### src/common/rwa_consts.vh
// Purpose: Shared constants of the rotated window addressing block.
// Assumes: Included by bare name from every design file.
// Notes: Definitions only, no logic.
`ifndef RWA_CONSTS_VH
`define RWA_CONSTS_VH

// ****************************************
// Register map
// ****************************************
`define RWA_AW 8
`define RWA_OFS_SETTINGS 8'h10
`define RWA_OFS_MAIN_START 8'h40
`define RWA_OFS_MAIN_LOFS 8'h44
`define RWA_OFS_OVL_START 8'h50
`define RWA_OFS_OVL_LOFS 8'h54
`define RWA_OFS_OVL_XPOS 8'h58
`define RWA_OFS_OVL_YPOS 8'h5C
`define RWA_OFS_STATUS 8'h60
`define RWA_ZERO32 32'h00000000

// ****************************************
// Field layout
// ****************************************
`define RWA_SET_MASK 32'h03DB001F
`define RWA_BIT_OVL_EN 19
`define RWA_ROT_HI 17
`define RWA_ROT_LO 16
`define RWA_BPP_HI 4
`define RWA_BPP_LO 0
`define RWA_ADDR_W 17
`define RWA_ADDR_HI 16
`define RWA_LOFS_HI 9
`define RWA_POS_HI 9
`define RWA_END_HI 25
`define RWA_END_LO 16
`define RWA_STAT_LINE_HI 25
`define RWA_STAT_LINE_LO 16
`define RWA_ONE17 17'h00001
`define RWA_ONE10 10'h001

// ****************************************
// Encodings
// ****************************************
`define RWA_ROT_0 2'h0
`define RWA_ROT_90 2'h1
`define RWA_ROT_180 2'h2
`define RWA_ROT_270 2'h3
`define RWA_BPP_1 5'h01
`define RWA_BPP_2 5'h02
`define RWA_BPP_4 5'h04
`define RWA_BPP_8 5'h08
`define RWA_BPP_16 5'h10
`define RWA_SH_1 4'h5
`define RWA_SH_2 4'h4
`define RWA_SH_4 4'h3
`define RWA_SH_8 4'h2
`define RWA_SH_16 4'h1
`define RWA_SH_NONE 4'h0

`endif

### src/hw/rwa_top.v
// Purpose: Main window and overlay fetch addressing under four rotations.
// Assumes: Scan strobes come from panel timing, synchronous to clock.
// Notes: Start addresses are computed by software for each rotation.
//
// How it works
// - Settings bit 19 enables the overlay window inside the main window.
// - Overlay uses the main window's color depth and rotation.
// - Overlay may sit anywhere in the virtual area, not only visible.
// - Overlay location comes from X positions 58h and Y positions 5Ch.
// - Overlay fetches from its own start 50h and line offset 54h.
// - Overlay start is 17 dword bits: bits 15-0 plus bit 16.
// - Start zero is the first buffer location; steps are 32-bit dwords.
// - Virtual width in pixels is line offset times 32 over bpp.
// - Main line offset is ten bits giving dwords per line.
// - Overlay positions hold ten-bit end and start bounds.
//
// Our own choice: the strobed register port.
`timescale 1ns/1ps
`include "rwa_consts.vh"

module rwa_top (
	input wire clock, // System clock, 125 MHz.
	input wire rstn, // Asynchronous reset, active low.
	input wire ce, // Clock enable, freezes all state but the reset release while low.
	input wire [`RWA_AW-1:0] reg_addr, // Register byte address.
	input wire [31:0] reg_wdata, // Register write data.
	input wire reg_wr, // Write strobe, one cycle.
	input wire reg_rd, // Read strobe, one cycle.
	output reg [31:0] reg_rdata, // Read data, valid the cycle after.
	input wire frame_start, // Pulse at the first line of a frame.
	input wire line_start, // Pulse at the start of every later line.
	input wire fetch, // Pulse requesting the next dword.
	input wire [`RWA_POS_HI:0] scan_x, // Scan column in position units.
	input wire [`RWA_POS_HI:0] scan_y, // Scan line number.
	output reg [`RWA_ADDR_HI:0] fetch_addr, // Dword address of the fetch.
	output reg fetch_ovl, // Fetch comes from the overlay image.
	output reg fetch_valid, // Pulse: fetch_addr is new.
	output reg [14:0] virt_width, // Virtual main image width, pixels.
	output reg [1:0] rotation, // Current rotation setting.
	output reg [4:0] bpp_sel // Current color depth.
);

	// ****************************************
	// Reset release
	// ****************************************
	reg rst_s1_ff;
	reg rst_s2_ff;

	// The release is synchronous, so no flop sees reset leave in mid-setup.
	// Two flops so reset leaves every register on the same edge.
	always @(posedge clock or negedge rstn) begin
		if (!rstn) begin
			rst_s1_ff <= 1'b0;
			rst_s2_ff <= 1'b0;
		end else begin
			rst_s1_ff <= 1'b1;
			rst_s2_ff <= rst_s1_ff;
		end
	end

	wire rst_n;
	assign rst_n = rst_s2_ff;

	// ****************************************
	// Register file
	// ****************************************
	reg [31:0] settings_ff;
	reg [`RWA_ADDR_HI:0] main_start_ff;
	reg [`RWA_LOFS_HI:0] main_lofs_ff;
	reg [`RWA_ADDR_HI:0] ovl_start_ff;
	reg [`RWA_LOFS_HI:0] ovl_lofs_ff;
	reg [31:0] ovl_xpos_ff;
	reg [31:0] ovl_ypos_ff;
	wire [31:0] pos_mask;

	// Only the two ten-bit bounds of a position register are stored.
	assign pos_mask = {6'h00, {10{1'b1}}, 6'h00, {10{1'b1}}};

	// Writes take effect at once; a frame already under way sees new offsets and settings,
	// but new start addresses are loaded only at the next frame start.
	// Register writes; unmapped writes are dropped.
	always @(posedge clock or negedge rst_n) begin
		if (!rst_n) begin
			settings_ff <= `RWA_ZERO32;
			main_start_ff <= {`RWA_ADDR_W{1'b0}};
			main_lofs_ff <= 10'h000;
			ovl_start_ff <= {`RWA_ADDR_W{1'b0}};
			ovl_lofs_ff <= 10'h000;
			ovl_xpos_ff <= `RWA_ZERO32;
			ovl_ypos_ff <= `RWA_ZERO32;
		end else if (ce && reg_wr) begin
			case (reg_addr)
				`RWA_OFS_SETTINGS: begin
					settings_ff <= reg_wdata & `RWA_SET_MASK;
				end
				`RWA_OFS_MAIN_START: begin
					main_start_ff <= reg_wdata[`RWA_ADDR_HI:0];
				end
				`RWA_OFS_MAIN_LOFS: begin
					main_lofs_ff <= reg_wdata[`RWA_LOFS_HI:0];
				end
				`RWA_OFS_OVL_START: begin
					ovl_start_ff <= reg_wdata[`RWA_ADDR_HI:0];
				end
				`RWA_OFS_OVL_LOFS: begin
					ovl_lofs_ff <= reg_wdata[`RWA_LOFS_HI:0];
				end
				`RWA_OFS_OVL_XPOS: begin
					ovl_xpos_ff <= reg_wdata & pos_mask;
				end
				`RWA_OFS_OVL_YPOS: begin
					ovl_ypos_ff <= reg_wdata & pos_mask;
				end
				default: begin
					settings_ff <= settings_ff;
				end
			endcase
		end
	end

	// ****************************************
	// Settings decode
	// ****************************************
	wire ovl_en;
	wire [1:0] rot;
	wire [4:0] bpp;

	// The overlay has no depth or rotation field; it reads the main ones.
	// overlay enable bit
	assign ovl_en = settings_ff[`RWA_BIT_OVL_EN];
	assign rot = settings_ff[`RWA_ROT_HI:`RWA_ROT_LO];
	assign bpp = settings_ff[`RWA_BPP_HI:`RWA_BPP_LO];

	// An illegal depth yields a virtual width equal to the raw offset, which
	// keeps the width output defined rather than guessing a depth.
	// Pixels per dword as a shift; unknown depths give a shift of zero.
	reg [3:0] px_shift;
	always @* begin
		case (bpp)
			`RWA_BPP_1: px_shift = `RWA_SH_1;
			`RWA_BPP_2: px_shift = `RWA_SH_2;
			`RWA_BPP_4: px_shift = `RWA_SH_4;
			`RWA_BPP_8: px_shift = `RWA_SH_8;
			`RWA_BPP_16: px_shift = `RWA_SH_16;
			default: px_shift = `RWA_SH_NONE;
		endcase
	end

	// Direction of the walk for each rotation. Pixels run backwards at
	// 90 and 180 because the start points at the end of a padded line;
	// lines run backwards at 180 and 270 because the start is the last line.
	reg dec_pix;
	reg dec_line;
	always @* begin
		case (rot)
			`RWA_ROT_0: begin
				dec_pix = 1'b0;
				dec_line = 1'b0;
			end
			`RWA_ROT_90: begin
				dec_pix = 1'b1;
				dec_line = 1'b0;
			end
			`RWA_ROT_180: begin
				dec_pix = 1'b1;
				dec_line = 1'b1;
			end
			`RWA_ROT_270: begin
				dec_pix = 1'b0;
				dec_line = 1'b1;
			end
			default: begin
				dec_pix = 1'b0;
				dec_line = 1'b0;
			end
		endcase
	end

	// ****************************************
	// Overlay window hit
	// ****************************************
	wire win_hit;
	wire ovl_hit;

	rwa_win_hit u_hit (
		.rot(rot),
		.scan_x(scan_x),
		.scan_y(scan_y),
		.xpos(ovl_xpos_ff),
		.ypos(ovl_ypos_ff),
		.hit(win_hit)
	);

	assign ovl_hit = ovl_en && win_hit;

	// The overlay advances a line only after a line that touched it,
	// so rows above the overlay do not consume overlay lines.
	reg ovl_row_ff;
	wire nxt_ovl_row;
	assign nxt_ovl_row = line_start ? 1'b0 : (ovl_row_ff | (fetch & ovl_hit));

	// ****************************************
	// Address walkers, main then overlay
	// ****************************************
	wire [`RWA_ADDR_HI:0] walk_addr [0:1];
	wire [`RWA_ADDR_HI:0] walk_start [0:1];
	wire [`RWA_LOFS_HI:0] walk_off [0:1];
	wire [1:0] walk_line;
	wire [1:0] walk_step;

	assign walk_start[0] = main_start_ff;
	assign walk_start[1] = ovl_start_ff;
	assign walk_off[0] = main_lofs_ff;
	assign walk_off[1] = ovl_lofs_ff;
	// Index zero is the main window and index one the overlay; both share
	// the rotation directions, as the overlay has no rotation of its own.
	// Main steps on every fetch so it stays aligned under the overlay.
	assign walk_line[0] = line_start;
	assign walk_line[1] = line_start & ovl_row_ff;
	assign walk_step[0] = fetch;
	assign walk_step[1] = fetch & ovl_hit;

	genvar gi;
	generate
		for (gi = 0; gi < 2; gi = gi + 1) begin : g_walk
			rwa_addr_walk u_walk (
				.clock(clock),
				.rst_n(rst_n),
				.ce(ce),
				.load(frame_start),
				.line_adv(walk_line[gi]),
				.step(walk_step[gi]),
				.dec_pix(dec_pix),
				.dec_line(dec_line),
				.start_addr(walk_start[gi]),
				.line_off(walk_off[gi]),
				.addr(walk_addr[gi])
			);
		end
	endgenerate

	// ****************************************
	// Fetch output and line count
	// ****************************************
	reg [`RWA_POS_HI:0] line_cnt_ff;

	// A fetch on a frame or line strobe is refused: the walkers are
	// reloading in that cycle and would hand out a stale address.
	// The address presented is the one before the walker steps past it.
	always @(posedge clock or negedge rst_n) begin
		if (!rst_n) begin
			fetch_addr <= {`RWA_ADDR_W{1'b0}};
			fetch_ovl <= 1'b0;
			fetch_valid <= 1'b0;
			ovl_row_ff <= 1'b0;
			line_cnt_ff <= 10'h000;
		end else if (ce) begin
			fetch_valid <= fetch & ~frame_start & ~line_start;
			ovl_row_ff <= frame_start ? 1'b0 : nxt_ovl_row;
			if (fetch && !frame_start && !line_start) begin
				fetch_addr <= ovl_hit ? walk_addr[1] : walk_addr[0];
				fetch_ovl <= ovl_hit;
			end
			if (frame_start) begin
				line_cnt_ff <= 10'h000;
			end else if (line_start) begin
				line_cnt_ff <= line_cnt_ff + `RWA_ONE10;
			end
		end
	end

	// ****************************************
	// Virtual width and settings mirror
	// ****************************************
	// Width is in pixels of the padded virtual line, not the visible panel.
	// offset times pixels per dword
	// padded width at 0 and 180
	// padded width at 90 and 270
	always @(posedge clock or negedge rst_n) begin
		if (!rst_n) begin
			virt_width <= 15'h0000;
			rotation <= `RWA_ROT_0;
			bpp_sel <= 5'h00;
		end else if (ce) begin
			virt_width <= {5'h00, main_lofs_ff} << px_shift;
			rotation <= rot;
			bpp_sel <= bpp;
		end
	end

	// ****************************************
	// Register reads
	// ****************************************
	// The status word is for bring-up; its line count wraps after 1023 lines.
	// Unmapped addresses and n/a bits read as zero; data stand one cycle.
	always @(posedge clock or negedge rst_n) begin
		if (!rst_n) begin
			reg_rdata <= `RWA_ZERO32;
		end else if (ce) begin
			reg_rdata <= `RWA_ZERO32;
			if (reg_rd) begin
				case (reg_addr)
					`RWA_OFS_SETTINGS: reg_rdata <= settings_ff;
					`RWA_OFS_MAIN_START: reg_rdata <= {15'h0000, main_start_ff};
					`RWA_OFS_MAIN_LOFS: reg_rdata <= {22'h000000, main_lofs_ff};
					`RWA_OFS_OVL_START: reg_rdata <= {15'h0000, ovl_start_ff};
					`RWA_OFS_OVL_LOFS: reg_rdata <= {22'h000000, ovl_lofs_ff};
					`RWA_OFS_OVL_XPOS: reg_rdata <= ovl_xpos_ff;
					`RWA_OFS_OVL_YPOS: reg_rdata <= ovl_ypos_ff;
					`RWA_OFS_STATUS: begin
						reg_rdata[0] <= fetch_ovl;
						reg_rdata[1] <= ovl_hit;
						reg_rdata[`RWA_STAT_LINE_HI:`RWA_STAT_LINE_LO] <= line_cnt_ff;
					end
					default: reg_rdata <= `RWA_ZERO32;
				endcase
			end
		end
	end

endmodule

### src/hw/rwa_addr_walk.v
// Purpose: Walks the dword fetch addresses of one window image.
// Assumes: Address zero is the first dword of the display buffer.
// Notes: Load wins over a line advance, which wins over a pixel step.
`timescale 1ns/1ps
`include "rwa_consts.vh"

module rwa_addr_walk (
	input wire clock, // System clock.
	input wire rst_n, // Synchronised reset, active low.
	input wire ce, // Clock enable, freezes state when low.
	input wire load, // Frame start, restart at the start address.
	input wire line_adv, // Move to the next image line.
	input wire step, // Move to the next dword of the line.
	input wire dec_pix, // Dwords of a line run downward.
	input wire dec_line, // Lines run downward in memory.
	input wire [`RWA_ADDR_HI:0] start_addr, // Start dword address.
	input wire [`RWA_LOFS_HI:0] line_off, // Dwords per image line.
	output wire [`RWA_ADDR_HI:0] addr // Current dword address.
);

	reg [`RWA_ADDR_HI:0] base_ff;
	reg [`RWA_ADDR_HI:0] addr_ff;
	reg [`RWA_ADDR_HI:0] nxt_base;
	reg [`RWA_ADDR_HI:0] nxt_addr;
	wire [`RWA_ADDR_HI:0] off_ext;

	assign off_ext = {{(`RWA_ADDR_W - 10){1'b0}}, line_off};
	assign addr = addr_ff;

	// Next line base and pixel address; wraps modulo the buffer size.
	always @* begin
		nxt_base = base_ff;
		nxt_addr = addr_ff;
		if (load) begin
			nxt_base = start_addr;
			nxt_addr = start_addr;
		end else if (line_adv) begin
			nxt_base = dec_line ? base_ff - off_ext : base_ff + off_ext;
			nxt_addr = nxt_base;
		end else if (step) begin
			nxt_addr = dec_pix ? addr_ff - `RWA_ONE17 : addr_ff + `RWA_ONE17;
		end
	end

	// State registers.
	always @(posedge clock or negedge rst_n) begin
		if (!rst_n) begin
			base_ff <= {`RWA_ADDR_W{1'b0}};
			addr_ff <= {`RWA_ADDR_W{1'b0}};
		end else if (ce) begin
			base_ff <= nxt_base;
			addr_ff <= nxt_addr;
		end
	end

endmodule

### src/hw/rwa_win_hit.v
// Purpose: Decides whether the scan position lies inside the overlay.
// Assumes: Scan x is in position units for the current rotation.
// Notes: Combinational; the caller registers the result.
`timescale 1ns/1ps
`include "rwa_consts.vh"

module rwa_win_hit (
	input wire [1:0] rot, // Shared rotation setting.
	input wire [`RWA_POS_HI:0] scan_x, // Horizontal scan position.
	input wire [`RWA_POS_HI:0] scan_y, // Vertical scan position.
	input wire [31:0] xpos, // Overlay X positions register.
	input wire [31:0] ypos, // Overlay Y positions register.
	output wire hit // Scan lies inside the overlay bounds.
);

	wire swap;
	wire [`RWA_POS_HI:0] cx;
	wire [`RWA_POS_HI:0] cy;

	// rotation shared
	// At 90 and 270 the X register bounds the vertical axis instead.
	assign swap = (rot == `RWA_ROT_90) || (rot == `RWA_ROT_270);
	assign cx = swap ? scan_y : scan_x;
	assign cy = swap ? scan_x : scan_y;

	assign hit = (cx >= xpos[`RWA_POS_HI:0]) && (cx <= xpos[`RWA_END_HI:`RWA_END_LO]) &&
		(cy >= ypos[`RWA_POS_HI:0]) && (cy <= ypos[`RWA_END_HI:`RWA_END_LO]);

endmodule

### config.mk
export PLATFORM = sky130hd
export DESIGN_NAME = rwa_top
export DESIGN_NICKNAME = d
export VERILOG_FILES = /design/src/hw/rwa_top.v /design/src/hw/rwa_addr_walk.v /design/src/hw/rwa_win_hit.v
export VERILOG_INCLUDE_DIRS = /design/src /design/src/common
export SDC_FILE = /design/constraint.sdc
export NUM_CORES = 1
export LEC_CHECK = 0
export BUFFER_PORTS_ARGS = -buffer_cell sky130_fd_sc_hd__buf_2
export CORE_MARGIN = 5
export CORE_UTILIZATION = 35
export CTS_BUF_LIST = sky130_fd_sc_hd__clkbuf_8
export DETAILED_ROUTE_END_ITERATION = 6
export SYNTH_ARGS = -nofsm -noshare
export SYNTH_HDL_FRONTEND = slang
export SYNTH_SLANG_ARGS = --single-unit
### constraint.sdc
create_clock -name clock -period 8.8 [get_ports clock]
set_input_delay 1.76 -clock clock [delete_from_list [all_inputs] [get_ports clock]]
set_output_delay 1.76 -clock clock [all_outputs]
set_load 0.05 [all_outputs]
==> insert_results.sql, run 1 <==
INSERT INTO impl_metrics (metric_group, metric, value, unit) VALUES
('run_status', 'run_status', 'completed', ''),
('layout', 'fin_nets', '2034', ''),
('pwr', 'report.power.total', '3.30', 'mW'),
('worst_setup_path', 'cp_data_required_time', '9.31', 'ns'),
('die', 'die-width', '227', 'um'),
('logic_synthesis', 'syn_area', '16400', 'um2'),
('place', 'hpwl', '37.0', 'mm'),
('worst_setup_path', 'cp_num_buf_inv', '2', ''),
('worst_setup_path', 'category_of_the_worst_setup_path_launch_point', 'input pin', ''),
('logic_synthesis', 'synth_seq_cells', '255', ''),
('cts', 'clock_tree_from_tritoncts', 'yes', ''),
('sta', 'layout_worst_path_cycle_share', '50.4', '%'),
('die', 'core_region_area', '46500', 'um2'),
('die', 'floorplan.die_area', '51300', 'um2'),
('grt', 'grt_antenna_before_repair', '0', ''),
('cts', 'cts-hold-fix-buffers', '0', ''),
('route', 'number_of_design_rule_violations_left_by_the_first_detailed_router_iteration', '1127', ''),
('layout', 'fin_cells', '2497', ''),
('place', 'buffer_ports.inserted', '128', ''),
('sta', 'finalHoldViolations', '0', ''),
('worst_setup_path', 'cp-startpoint', 'scan_x[6]', ''),
('sta', 'finalSetupViolations', '0', ''),
('logic_synthesis', 'avgSynthCellArea', '9.38', 'um2'),
('sta', 'pin_slew_with_the_least_headroom_to_its_limit', '1.13', 'ns'),
('sta', 'fin_ws', '4.36', 'ns'),
('worst_setup_path', 'critical_path.endpoint_type', 'flop', ''),
('place', 'dpl.cell_count', '2413', ''),
('die', 'i_o_pins', '141', ''),
('worst_setup_path', 'cell_type_group_with_the_largest_total_delay_on_the_critical_path', 'compound AO/OA/AOI/OAI gates', ''),
('logic_synthesis', 'yosysUniqueCellTypes', '74', ''),
('sta', 'final.min_clock_period', '4.44', 'ns'),
('cts', 'cts_setup_buffers', '0', ''),
('cts', 'cts_made_buffers', '46', ''),
('logic_synthesis', 'yosysWarningCount', '0', ''),
('logic_synthesis', 'synth.yosys.seq_area_share', '38.9', '%'),
('route', 'avgViaCountPerCell', '5.49', ''),
('sta', 'timing.final.max_slew_violations', '0', ''),
('pwr', 'cellLeakagePower', '8.99', 'nW'),
('worst_setup_path', 'worst_path_max_delay_cell', 'sky130_fd_sc_hd__a31oi_4', ''),
('layout', 'area_growth_synth_to_finish', '13.3', '%'),
('grt', 'grt_pass1_vias', '13800', ''),
('die', 'fp.dieH', '227', 'um'),
('sta', 'worst_slew_margin_relative_to_its_limit', '24.4', '%'),
('logic_synthesis', 'synthCells', '1749', ''),
('grt', 'gr-total-overflow', '0', ''),
('worst_setup_path', 'maximum_fanout_along_the_worst_path', '32', ''),
('cts', 'cts.sinks', '255', ''),
('worst_hold_path', 'min_from', 'rst_s1_ff', ''),
('worst_setup_path', 'reg2reg_from', 'settings_ff[16]', ''),
('worst_setup_path', 'cp_slowest_stage_delay', '0.78', 'ns'),
('place', 'place_worst_setup_slack', '3.67', 'ns'),
('logic_synthesis', 'number_of_enable_flip_flop_cells_after_synthesis', '0', ''),
('pwr', 'pwr_density_cell', '177', 'nW/um2'),
('logic_synthesis', 'synthFlopType', 'sky130_fd_sc_hd__dfrtp_1', ''),
('layout', 'num-fill-cells', '4681', ''),
('sta', 'clock-skew-final', '0.0183', 'ns'),
('route', 'route.vias.total', '13700', ''),
('layout', 'final_cell_area', '18600', 'um2'),
('sta', 'fmaxAchievable', '225', 'MHz'),
('place', 'weighted_congestion_at_the_end_of_routability_driven_global_placement', '0.893', ''),
('logic_synthesis', 'netlist.top_cell.by_area', 'sky130_fd_sc_hd__dfrtp_1', ''),
('logic_synthesis', 'synth.top_cells.by_area', 'sky130_fd_sc_hd__dfrtp_1 39%, sky130_fd_sc_hd__ha_1 8.2%, sky130_fd_sc_hd__mux2_2 6.4%, sky130_fd_sc_hd__mux2i_1 4.5%, sky130_fd_sc_hd__o21ai_0 4.4%', ''),
('route', 'avgRoutedWirePerCell', '20.2', 'um'),
('route', 'count_of_antenna_violating_nets_left_after_detailed_routing', '0', ''),
('worst_hold_path', 'hold_path.class', 'flop to flop', ''),
('worst_setup_path', 'crit_arrival', '4.95', 'ns'),
('grt', 'groute.usage.overall', '19.5', '%'),
('sta', 'unrepaired_setup_endpoints_after_global_routing', 'false', ''),
('run', 'max-cap-violations', '0', ''),
('route', 'finalWirelength', '50.3', 'mm'),
('route', 'drt_first_pass_iters', '5', '');
[synthesized netlist by cell type, types with 6 or more instances]
| library cell | instances |
|---|---|
| sky130_fd_sc_hd__a211oi_1 | 16 |
| sky130_fd_sc_hd__nor2b_1 | 11 |
| sky130_fd_sc_hd__mux2i_1 | 74 |
| sky130_fd_sc_hd__nand4_1 | 10 |
| sky130_fd_sc_hd__or3_1 | 9 |
| sky130_fd_sc_hd__xor2_1 | 33 |
| sky130_fd_sc_hd__nor3_1 | 22 |
| sky130_fd_sc_hd__ha_1 | 108 |
| sky130_fd_sc_hd__o21bai_1 | 7 |
| sky130_fd_sc_hd__o21ai_1 | 27 |
| sky130_fd_sc_hd__o22ai_1 | 7 |
| sky130_fd_sc_hd__clkbuf_1 | 73 |
| sky130_fd_sc_hd__nand3_1 | 26 |
| sky130_fd_sc_hd__a221oi_1 | 15 |
| sky130_fd_sc_hd__a21oi_1 | 128 |
| sky130_fd_sc_hd__o211ai_1 | 14 |
| sky130_fd_sc_hd__nand2_1 | 161 |
| sky130_fd_sc_hd__o21ai_0 | 145 |
| sky130_fd_sc_hd__a22o_1 | 11 |
| sky130_fd_sc_hd__mux2_2 | 93 |
| sky130_fd_sc_hd__dfrtp_1 | 255 |
| sky130_fd_sc_hd__buf_1 | 7 |
| sky130_fd_sc_hd__a21o_1 | 29 |
| sky130_fd_sc_hd__nor2_1 | 138 |
| sky130_fd_sc_hd__o2bb2ai_1 | 32 |
| sky130_fd_sc_hd__buf_4 | 6 |
| sky130_fd_sc_hd__buf_2 | 11 |
| sky130_fd_sc_hd__a31oi_1 | 20 |
| sky130_fd_sc_hd__and3_1 | 10 |
| sky130_fd_sc_hd__inv_1 | 71 |
| sky130_fd_sc_hd__nand2b_1 | 19 |
| sky130_fd_sc_hd__xnor2_1 | 43 |
| sky130_fd_sc_hd__o21a_1 | 25 |
[per-stage QoR]
step	utilization, %	hold WS [ns]
after global routing	40.0	0.370
final	40.0	0.356
after global placement	37.8	0.338
after floorplan	-	0.331
after CTS	40.0	0.362
after detailed placement	37.8	0.340
[where the power goes]
part	internal (mW)	switching [mW]	total, mW
logic	0.245	0.447	0.692
clock network	0.712	0.535	1.25
registers	1.27	0.0915	1.36
total	2.22	1.07	3.30
[layout by cell type (no fill, tap or decap), types with 9 or more instances in the layout]
master                      netlist  layout
sky130_fd_sc_hd__dfrtp_1        255     254
sky130_fd_sc_hd__nand2_1        161     161
sky130_fd_sc_hd__o21ai_0        145     144
sky130_fd_sc_hd__nor2_1         138     137
sky130_fd_sc_hd__a21oi_1        128     128
sky130_fd_sc_hd__buf_2           11     128
sky130_fd_sc_hd__ha_1           108     108
sky130_fd_sc_hd__mux2_2          93      93
sky130_fd_sc_hd__inv_1           71      86
sky130_fd_sc_hd__mux2i_1         74      74
sky130_fd_sc_hd__clkbuf_8         0      58
sky130_fd_sc_hd__xnor2_1         43      43
sky130_fd_sc_hd__xor2_1          33      33
sky130_fd_sc_hd__o2bb2ai_1       32      32
sky130_fd_sc_hd__a21o_1          29      29
sky130_fd_sc_hd__o21ai_1         27      27
sky130_fd_sc_hd__nand3_1         26      26
sky130_fd_sc_hd__buf_4            6      26
sky130_fd_sc_hd__o21a_1          25      25
sky130_fd_sc_hd__a31oi_1         20      20
sky130_fd_sc_hd__nand2b_1        19      19
sky130_fd_sc_hd__nor3_1          22      19
sky130_fd_sc_hd__a211oi_1        16      16
sky130_fd_sc_hd__a221oi_1        15      15
sky130_fd_sc_hd__o211ai_1        14      14
sky130_fd_sc_hd__nor2b_1         11      11
sky130_fd_sc_hd__a22o_1          11      11
sky130_fd_sc_hd__nand4_1         10      10
sky130_fd_sc_hd__and3_1          10      10
sky130_fd_sc_hd__or3_1            9       9
[path summary, 6_finish.rpt]
check | slack, ns | endpoint | cells after the start
setup / recovery | 4.36 | g_walk[1].u_walk.addr[13] | 12
hold / removal | 0.36 | rst_n | 0
setup reg to reg | 4.38 | g_walk[1].u_walk.addr[13] | 14
hold reg to reg | 0.36 | rst_n | 0
max in group asynchronous | 6.24 | virt_width[6] | 2
min in group asynchronous | 0.40 | g_walk[1].u_walk.base_ff[8] | 0
[routing by layer]
layer	GRT usage [%]	wire length, um	vias up
li1	-	-	6525
met1	27.3	22900	6701
met2	31.2	23100	413
met3	3.61	3130	75
met4	5.51	1230	0
met5	0	0	-
[worst register-to-register path, delay by kind of cell, from the launching register on]
family | cells | cell delay (ns)
and+or+nand+nor | 2 | 0.37
AOI/OAI and AO/OA | 7 | 2.01
DFF | 1 | 0.45
muxes | 1 | 0.43
buffers and inverters | 2 | 0.53
adders and majority gates | 2 | 0.54
[cells by family after synthesis]
| group | synth area share [%] |
|---|---|
| compound gates | 20.5 |
| xor+xnor | 4.06 |
| fa+ha+maj | 8.72 |
| buf+inv | 4.48 |
| flops | 38.9 |
| mux | 11.6 |
| other cells | 0.0458 |
| simple gates | 11.7 |
[final cells by class]
type	count	area (um2)	area share, %
clock inverter	25	215	1.16
inverter	71	267	1.43
tap	607	759	4.08
clock buffer	58	798	4.29
sequential	255	6380	34.3
multi-input combinational	1326	9340	50.2
timing repair buffer	154	836	4.49
antenna	1	2.50	0.0135
[sequential cells by signal (all words and copies together), names as in the netlist, 2 cells and up]
signal,cells
main_start_ff,17
bpp_sel,5
main_lofs_ff,10
ovl_lofs_ff,10
rotation,2
ovl_xpos_ff,20
ovl_ypos_ff,20
g_walk.u_walk.addr,34
g_walk.u_walk.base_ff,34
line_cnt_ff,10
reg_rdata,26
ovl_start_ff,17
virt_width,15
settings_ff,13
fetch_addr,17
(Power assumes the default switching activity.)
==> run 2, diff against run 1 <==
- clock period: 8.8 -> 3.9 ns (I/O delays scaled with it)
==> run 2 against run 1 <==
  * Critical endpoint is now fetch_addr[1]
  * Clock skew up 0.016 ns
  * Critical path depth grew 2
  * Cell area rose by 2.6%
  * First-iteration DRC count shrank 13%
  * Cell count increased by 2.0%
  * Sequential power grew 120%
  * Largest power group unchanged
  * Count of clock-buffer cells in the layout shrank 1
  * Setup slack got worse by 4.2 ns
  * Combinational power increased by 140%
  * Core utilization grew 1.1 points
==> insert_results.sql, run 2 (same netlist as run 1, synthesis figures left out) <==
INSERT INTO impl_metrics (metric_group, metric, value, unit) VALUES
('pwr', 'cellLeakagePower', '9.26', 'nW'),
('place', 'hpwl', '38.6', 'mm'),
('pwr', 'pwr_density_cell', '382', 'nW/um2'),
('sta', 'fin_tns_setup', '0', 'ns'),
('die', 'floorplan.die_area', '51300', 'um2'),
('worst_setup_path', 'timing.critical_path.cells', 'ha_1 > nor2_4 > buf_12 > mux2_2 > ha_1 > nand4_1 > nor3_2 > and3_1 > a21oi_1 > a2111oi_2 > and3b_2 > buf_12 > mux2i_1 > a21oi_1', ''),
('sta', 'pin_slew_with_the_least_headroom_to_its_limit', '0.848', 'ns'),
('run', 'max-cap-violations', '0', ''),
('grt', 'maximum_number_of_pins_on_one_net_before_global_route_repair', '70', ''),
('layout', 'post-route-util', '41.1', '%'),
('run_status', 'run_status', 'completed', ''),
('route', 'count_of_antenna_violating_nets_left_after_detailed_routing', '0', ''),
('worst_setup_path', 'category_of_the_worst_setup_path_launch_point', 'flop', ''),
('sta', 'final.min_clock_period', '3.77', 'ns'),
('cts', 'clock_tree_from_tritoncts', 'yes', ''),
('route', 'number_of_design_rule_violations_left_by_the_first_detailed_router_iteration', '978', ''),
('layout', 'num-fill-cells', '4607', ''),
('worst_setup_path', 'criticalPathCategory', 'flop to flop', ''),
('route', 'route.vias.total', '14000', ''),
('die', 'die-width', '227', 'um'),
('layout', 'fin_nets', '2086', ''),
('worst_setup_path', 'worst_path_max_delay_cell', 'sky130_fd_sc_hd__dfrtp_2', ''),
('sta', 'finalSetupViolations', '0', ''),
('sta', 'layout_worst_path_cycle_share', '96.6', '%'),
('worst_setup_path', 'cp_slowest_stage_delay', '0.43', 'ns'),
('die', 'i_o_pins', '141', ''),
('cts', 'cts_made_buffers', '47', ''),
('cts', 'cts_buffer_depth', '3', ''),
('place', 'weighted_congestion_at_the_end_of_routability_driven_global_placement', '0.900', ''),
('cts', 'clkTransAtPathRegs', '0.06', 'ns'),
('grt', 'grt_pass1_wl', '79.3', 'mm'),
('die', 'core_region_area', '46500', 'um2'),
('route', 'avgViaCountPerCell', '5.50', ''),
('sta', 'timing.final.max_slew_violations', '0', ''),
('route', 'remaining_drc_errors', '0', ''),
('die', 'start_util', '35.3', '%'),
('layout', 'antenna_cells', '0', ''),
('route', 'avgRoutedWirePerCell', '20.1', 'um'),
('grt', 'grt_pass1_vias', '14000', ''),
('sta', 'fmaxAchievable', '265', 'MHz'),
('sta', 'finalHoldViolations', '0', ''),
('cts', 'cts.sinks', '255', ''),
('grt', 'grt_antenna_before_repair', '1', ''),
('worst_setup_path', 'crit_arrival', '4.25', 'ns'),
('layout', 'layout_commonest_cell', 'sky130_fd_sc_hd__dfrtp_1', ''),
('grt', 'groute.usage.overall', '19.7', '%'),
('layout', 'final_cell_mix', '252 x sky130_fd_sc_hd__dfrtp_1, 160 x sky130_fd_sc_hd__nand2_1, 144 x sky130_fd_sc_hd__o21ai_0', ''),
('cts', 'insertion_delay', '0.63', 'ns'),
('cts', 'cts.root.buffer_cell', 'sky130_fd_sc_hd__clkbuf_8', ''),
('worst_setup_path', 'cp_data_required_time', '4.38', 'ns'),
('route', 'finalWirelength', '51.2', 'mm'),
('layout', 'drive_gt1_share', '21.2', '%'),
('die', 'fp.dieH', '227', 'um'),
('worst_setup_path', 'critical_path.endpoint_type', 'flop', ''),
('pwr', 'report.power.total', '7.30', 'mW'),
('route', 'drt_first_pass_iters', '5', ''),
('worst_hold_path', 'hold_path.class', 'flop to flop', ''),
('grt', 'gr-total-overflow', '0', ''),
('layout', 'area_growth_synth_to_finish', '16.3', '%'),
('sta', 'worst_slew_margin_relative_to_its_limit', '43.4', '%'),
('worst_setup_path', 'maximum_fanout_along_the_worst_path', '16', ''),
('die', 'row_count', '79', ''),
('cts', 'level_count_of_the_clock_h_tree', '2', ''),
('place', 'buffer_ports.inserted', '128', ''),
('sta', 'clock-skew-final', '0.0344', 'ns'),
('pwr', 'vdd.ir_drop.worst', '0.294', 'mV');
## run 2: changes by cell type in the layout (fill, tap and decap cells not counted), sizes merged
cell	change
buf	+49
inv	-2
clkinv	+5
dlygate4sd3	+1
clkinvlp	+1
diode	-1
bufinv	-3
## run 2: layer usage
layer,global-route usage (%),up-vias,share of wire (%)
li1,-,6647,-
met1,27.4,6801,46
met2,30.8,477,45
met3,4.17,96,6.8
met4,6.07,0,3.0
met5,0,-,0
## run 2: final timing paths
kind                            slack (ns)            start  cells after the start                            to
worst max-delay path                  0.13  settings_ff[16]                     14                 fetch_addr[1]
worst min-delay path                  0.35        rst_s1_ff                      0                         rst_n
worst max register to register        0.13  settings_ff[16]                     14                 fetch_addr[1]
worst min register to register        0.35        rst_s1_ff                      0                         rst_n
max in group asynchronous             2.48            rst_n                      1               ovl_xpos_ff[24]
min in group asynchronous             0.41            rst_n                      0  g_walk[1].u_walk.base_ff[10]
## run 2: what timing repair did
action | CTS | global route
setup buffers | 0 | 6
hold buffers | 1 | 0
endpoints found under the hold margin | 2 | 0
resized for setup | 0 | 24
endpoints found under the setup margin | 0 | 49
## run 2: metrics by stage
step / setup WS [ns] / hold slack, ns / cells / cell area (um2)
4_1_cts: 0.00397 / 0.339 / 2540 / 18900
6_report: 0.132 / 0.354 / 2547 / 19100
3_5_place_dp: 0.0366 / 0.340 / 2456 / 18000
2_1_floorplan: 0.236 / 0.331 / 1754 / 16400
3_3_place_gp: 0.0644 / 0.336 / 2456 / 18000
5_1_grt: -0.0131 / 0.350 / 2547 / 19100
## run 2: cell type report
type | instances | area, um2 | area share, %
Clock buffer | 57 | 785 | 4.11
Sequential cell | 255 | 6390 | 33.5
Inverter | 71 | 267 | 1.40
Timing Repair Buffer | 205 | 1310 | 6.86
Multi-Input combinational cell | 1326 | 9420 | 49.3
Clock inverter | 26 | 166 | 0.872
Tap cell | 607 | 759 | 3.98
## run 2: worst max-delay path, delay by kind of cell (launching register included)
family,cells,cell delay [ns]
AND/OR/NAND/NOR,5,1.00
AO/OA/AOI/OAI,3,0.51
adder cells (fa/ha/maj),2,0.54
buffers and inverters,2,0.31
multiplexers,2,0.81
flip-flops,1,0.43
## run 2: power by group
part,switching (mW),internal (mW)
combinational,1.04,0.593
sequential,0.206,2.86
clock,1.20,1.40
==> run 3, diff against run 2 <==
- CORE_UTILIZATION: 35 -> 57
- PLACE_DENSITY: not set -> 0.8
==> run 3 against run 2 <==
  * The run now ends with design-rule violations left
  * Clock skew rose by 0.0061 ns
  * Non-clock buffer count fell by 13
  * Count of clock-buffer cells in the layout fell by 3
  * First-iteration DRC count rose by 47%
  * Core utilization rose by 25 points
  * Maximum frequency fell by 0.66%
  * Sequential cell count did not move
  * Die area fell by 37%
  * Combinational power barely moved
  * Setup slack got worse by 0.025 ns
  * Critical path depth rose by 2
==> insert_results.sql, run 3 (same netlist as run 1, synthesis figures left out) <==
INSERT INTO impl_metrics (metric_group, metric, value, unit) VALUES
('worst_setup_path', 'critical_path.endpoint_type', 'flop', ''),
('grt', 'groute.usage.overall', '28.3', '%'),
('cts', 'cts_buffer_depth', '3', ''),
('sta', 'fin_ws', '0.107', 'ns'),
('pwr', 'p_int', '4.70', 'mW'),
('worst_setup_path', 'maximum_fanout_along_the_worst_path', '11', ''),
('die', 'floorplan.die_area', '32300', 'um2'),
('sta', 'fin_tns_setup', '0', 'ns'),
('route', 'route.vias.total', '14400', ''),
('route', 'drt_first_pass_iters', '7', ''),
('route', 'count_of_antenna_violating_nets_left_after_detailed_routing', '0', ''),
('die', 'i_o_pins', '141', ''),
('cts', 'cts_made_buffers', '43', ''),
('sta', 'hold_ws', '0.363', 'ns'),
('route', 'remaining_drc_errors', '4', ''),
('layout', 'num-fill-cells', '2284', ''),
('grt', 'gr-total-overflow', '0', ''),
('run', 'max-cap-violations', '0', ''),
('sta', 'fmaxAchievable', '264', 'MHz'),
('pwr', 'seq_power_share', '43.4', '%'),
('pwr', 'cellLeakagePower', '9.17', 'nW'),
('cts', 'cts.sinks', '255', ''),
('die', 'core_region_area', '28500', 'um2'),
('layout', 'post-route-util', '65.6', '%'),
('grt', 'grt_pass1_vias', '14200', ''),
('sta', 'clock-skew-final', '0.0405', 'ns'),
('die', 'row_count', '62', ''),
('cts', 'insertion_delay', '0.59', 'ns'),
('place', 'weighted_congestion_at_the_end_of_routability_driven_global_placement', '0.940', ''),
('worst_setup_path', 'category_of_the_worst_setup_path_launch_point', 'flop', ''),
('worst_setup_path', 'cp_data_required_time', '4.35', 'ns'),
('sta', 'pin_slew_with_the_least_headroom_to_its_limit', '0.864', 'ns'),
('worst_hold_path', 'hold_path.class', 'flop to flop', ''),
('grt', 'maximum_number_of_pins_on_one_net_before_global_route_repair', '89', ''),
('die', 'start_util', '57.5', '%'),
('layout', 'drive_gt1_share', '20.3', '%'),
('place', 'hpwl', '34.3', 'mm'),
('run_status', 'run_status', 'complete, but fails checks', ''),
('layout', 'final_cell_mix', '253 x sky130_fd_sc_hd__dfrtp_1, 161 x sky130_fd_sc_hd__nand2_1, 144 x sky130_fd_sc_hd__o21ai_0', ''),
('pwr', 'report.power.total', '7.09', 'mW'),
('pwr', 'pwr_density_cell', '379', 'nW/um2'),
('grt', 'grt_pass1_wl', '74.9', 'mm'),
('pwr', 'net-switching-power', '2.39', 'mW'),
('cts', 'clock_tree_from_tritoncts', 'yes', ''),
('sta', 'layout_worst_path_cycle_share', '97.3', '%'),
('layout', 'area_growth_synth_to_finish', '14.1', '%'),
('place', 'place_worst_setup_slack', '-0.0296', 'ns'),
('grt', 'grt_antenna_before_repair', '0', ''),
('route', 'finalWirelength', '47.9', 'mm'),
('sta', 'final.min_clock_period', '3.79', 'ns'),
('worst_setup_path', 'crit_arrival', '4.24', 'ns'),
('layout', 'layout_commonest_cell', 'sky130_fd_sc_hd__dfrtp_1', ''),
('pwr', 'power.clock.fraction', '33.9', '%'),
('pwr', 'power.combinational.fraction', '22.7', '%'),
('sta', 'worst_slew_margin_relative_to_its_limit', '42.4', '%'),
('die', 'fp.dieH', '180', 'um'),
('run_status', 'violations', 'design-rule violations', ''),
('route', 'number_of_design_rule_violations_left_by_the_first_detailed_router_iteration', '1433', ''),
('place', 'buffer_ports.inserted', '128', ''),
('worst_setup_path', 'criticalPathCategory', 'flop to flop', ''),
('route', 'avgViaCountPerCell', '6.27', ''),
('cts', 'level_count_of_the_clock_h_tree', '2', ''),
('cts', 'cts.root.buffer_cell', 'sky130_fd_sc_hd__clkbuf_8', ''),
('pwr', 'power.share.switching', '33.7', '%'),
('sta', 'timing.final.max_slew_violations', '0', ''),
('layout', 'antenna_cells', '0', ''),
('cts', 'clkTransAtPathRegs', '0.07', 'ns'),
('sta', 'finalSetupViolations', '0', ''),
('route', 'avgRoutedWirePerCell', '20.8', 'um'),
('layout', 'fin_nets', '2069', ''),
('die', 'die-width', '180', 'um'),
('pwr', 'vdd.ir_drop.worst', '0.236', 'mV'),
('sta', 'finalHoldViolations', '0', '');
[run 3: metal layers]
layer / vias up / GRT usage [%] / routed length (um)
met5: - / 0 / 0
met4: 0 / 12.5 / 2330
met3: 161 / 6.08 / 4230
met2: 724 / 45.4 / 21900
met1: 6942 / 37.1 / 19400
li1: 6597 / - / -
[run 3: final timing paths]
kind / startpoint / to / slack [ns] / cells past startpoint
worst min register to register: rst_s1_ff / rst_n / 0.36 / 0
max in group asynchronous: rst_n / g_walk[0].u_walk.addr[7] / 2.49 / 1
min in group asynchronous: rst_n / g_walk[1].u_walk.base_ff[3] / 0.42 / 0
worst min-delay path: rst_s1_ff / rst_n / 0.36 / 0
worst max register to register: settings_ff[17] / fetch_addr[6] / 0.11 / 16
worst max-delay path: settings_ff[17] / fetch_addr[6] / 0.11 / 16
[run 3: worst max-delay path, cell delays in order (launching register included)]
cell	delay [ns]
sky130_fd_sc_hd__dfrtp_1	0.41
sky130_fd_sc_hd__inv_1	0.08
sky130_fd_sc_hd__ha_2	0.19
sky130_fd_sc_hd__nor2_4	0.22
sky130_fd_sc_hd__clkbuf_16	0.21
sky130_fd_sc_hd__mux2_2	0.37
sky130_fd_sc_hd__ha_1	0.30
sky130_fd_sc_hd__nand2_1	0.07
sky130_fd_sc_hd__nor3_2	0.19
sky130_fd_sc_hd__and3_1	0.20
sky130_fd_sc_hd__a21oi_1	0.06
sky130_fd_sc_hd__a2111oi_2	0.34
sky130_fd_sc_hd__and3b_2	0.31
sky130_fd_sc_hd__buf_12	0.13
sky130_fd_sc_hd__clkbuf_16	0.17
sky130_fd_sc_hd__mux2i_1	0.29
sky130_fd_sc_hd__a21oi_1	0.10
[run 3: area by class of cell]
cell class	count	area (um2)	area share (%)
inverter	71	267	1.42
sequential	255	6390	34.1
tap	384	480	2.57
timing repair buffer	192	1300	6.95
clock inverter	19	109	0.581
clock buffer	54	743	3.97
multi-input combinational	1326	9440	50.4
[run 3: timing repair]
action,in CTS,in global routing
pin swaps,1,9
endpoints found under the hold margin,2,0
hold buffers,1,0
gates resized for setup,3,22
gates cloned,0,5
endpoints found under the setup margin,6,38
buffers inserted,0,8
[run 3: power groups by stage]
stage	Clock [mW]	Combinational (mW)	Sequential, mW
after global placement	0	1.51	3.10
after CTS	2.44	1.56	3.07
final	2.41	1.61	3.07
after floorplan	0	0.935	3.26
after detailed placement	0	1.55	3.11
after global routing	2.54	1.76	3.09
[run 3: metrics by stage]
step / cell area, um2 / std cells
3_3_place_gp: 17500 / 2214
6_report: 18700 / 2301
3_5_place_dp: 17500 / 2214
2_1_floorplan: 16400 / 1754
5_1_grt: 18700 / 2301
4_1_cts: 18400 / 2288
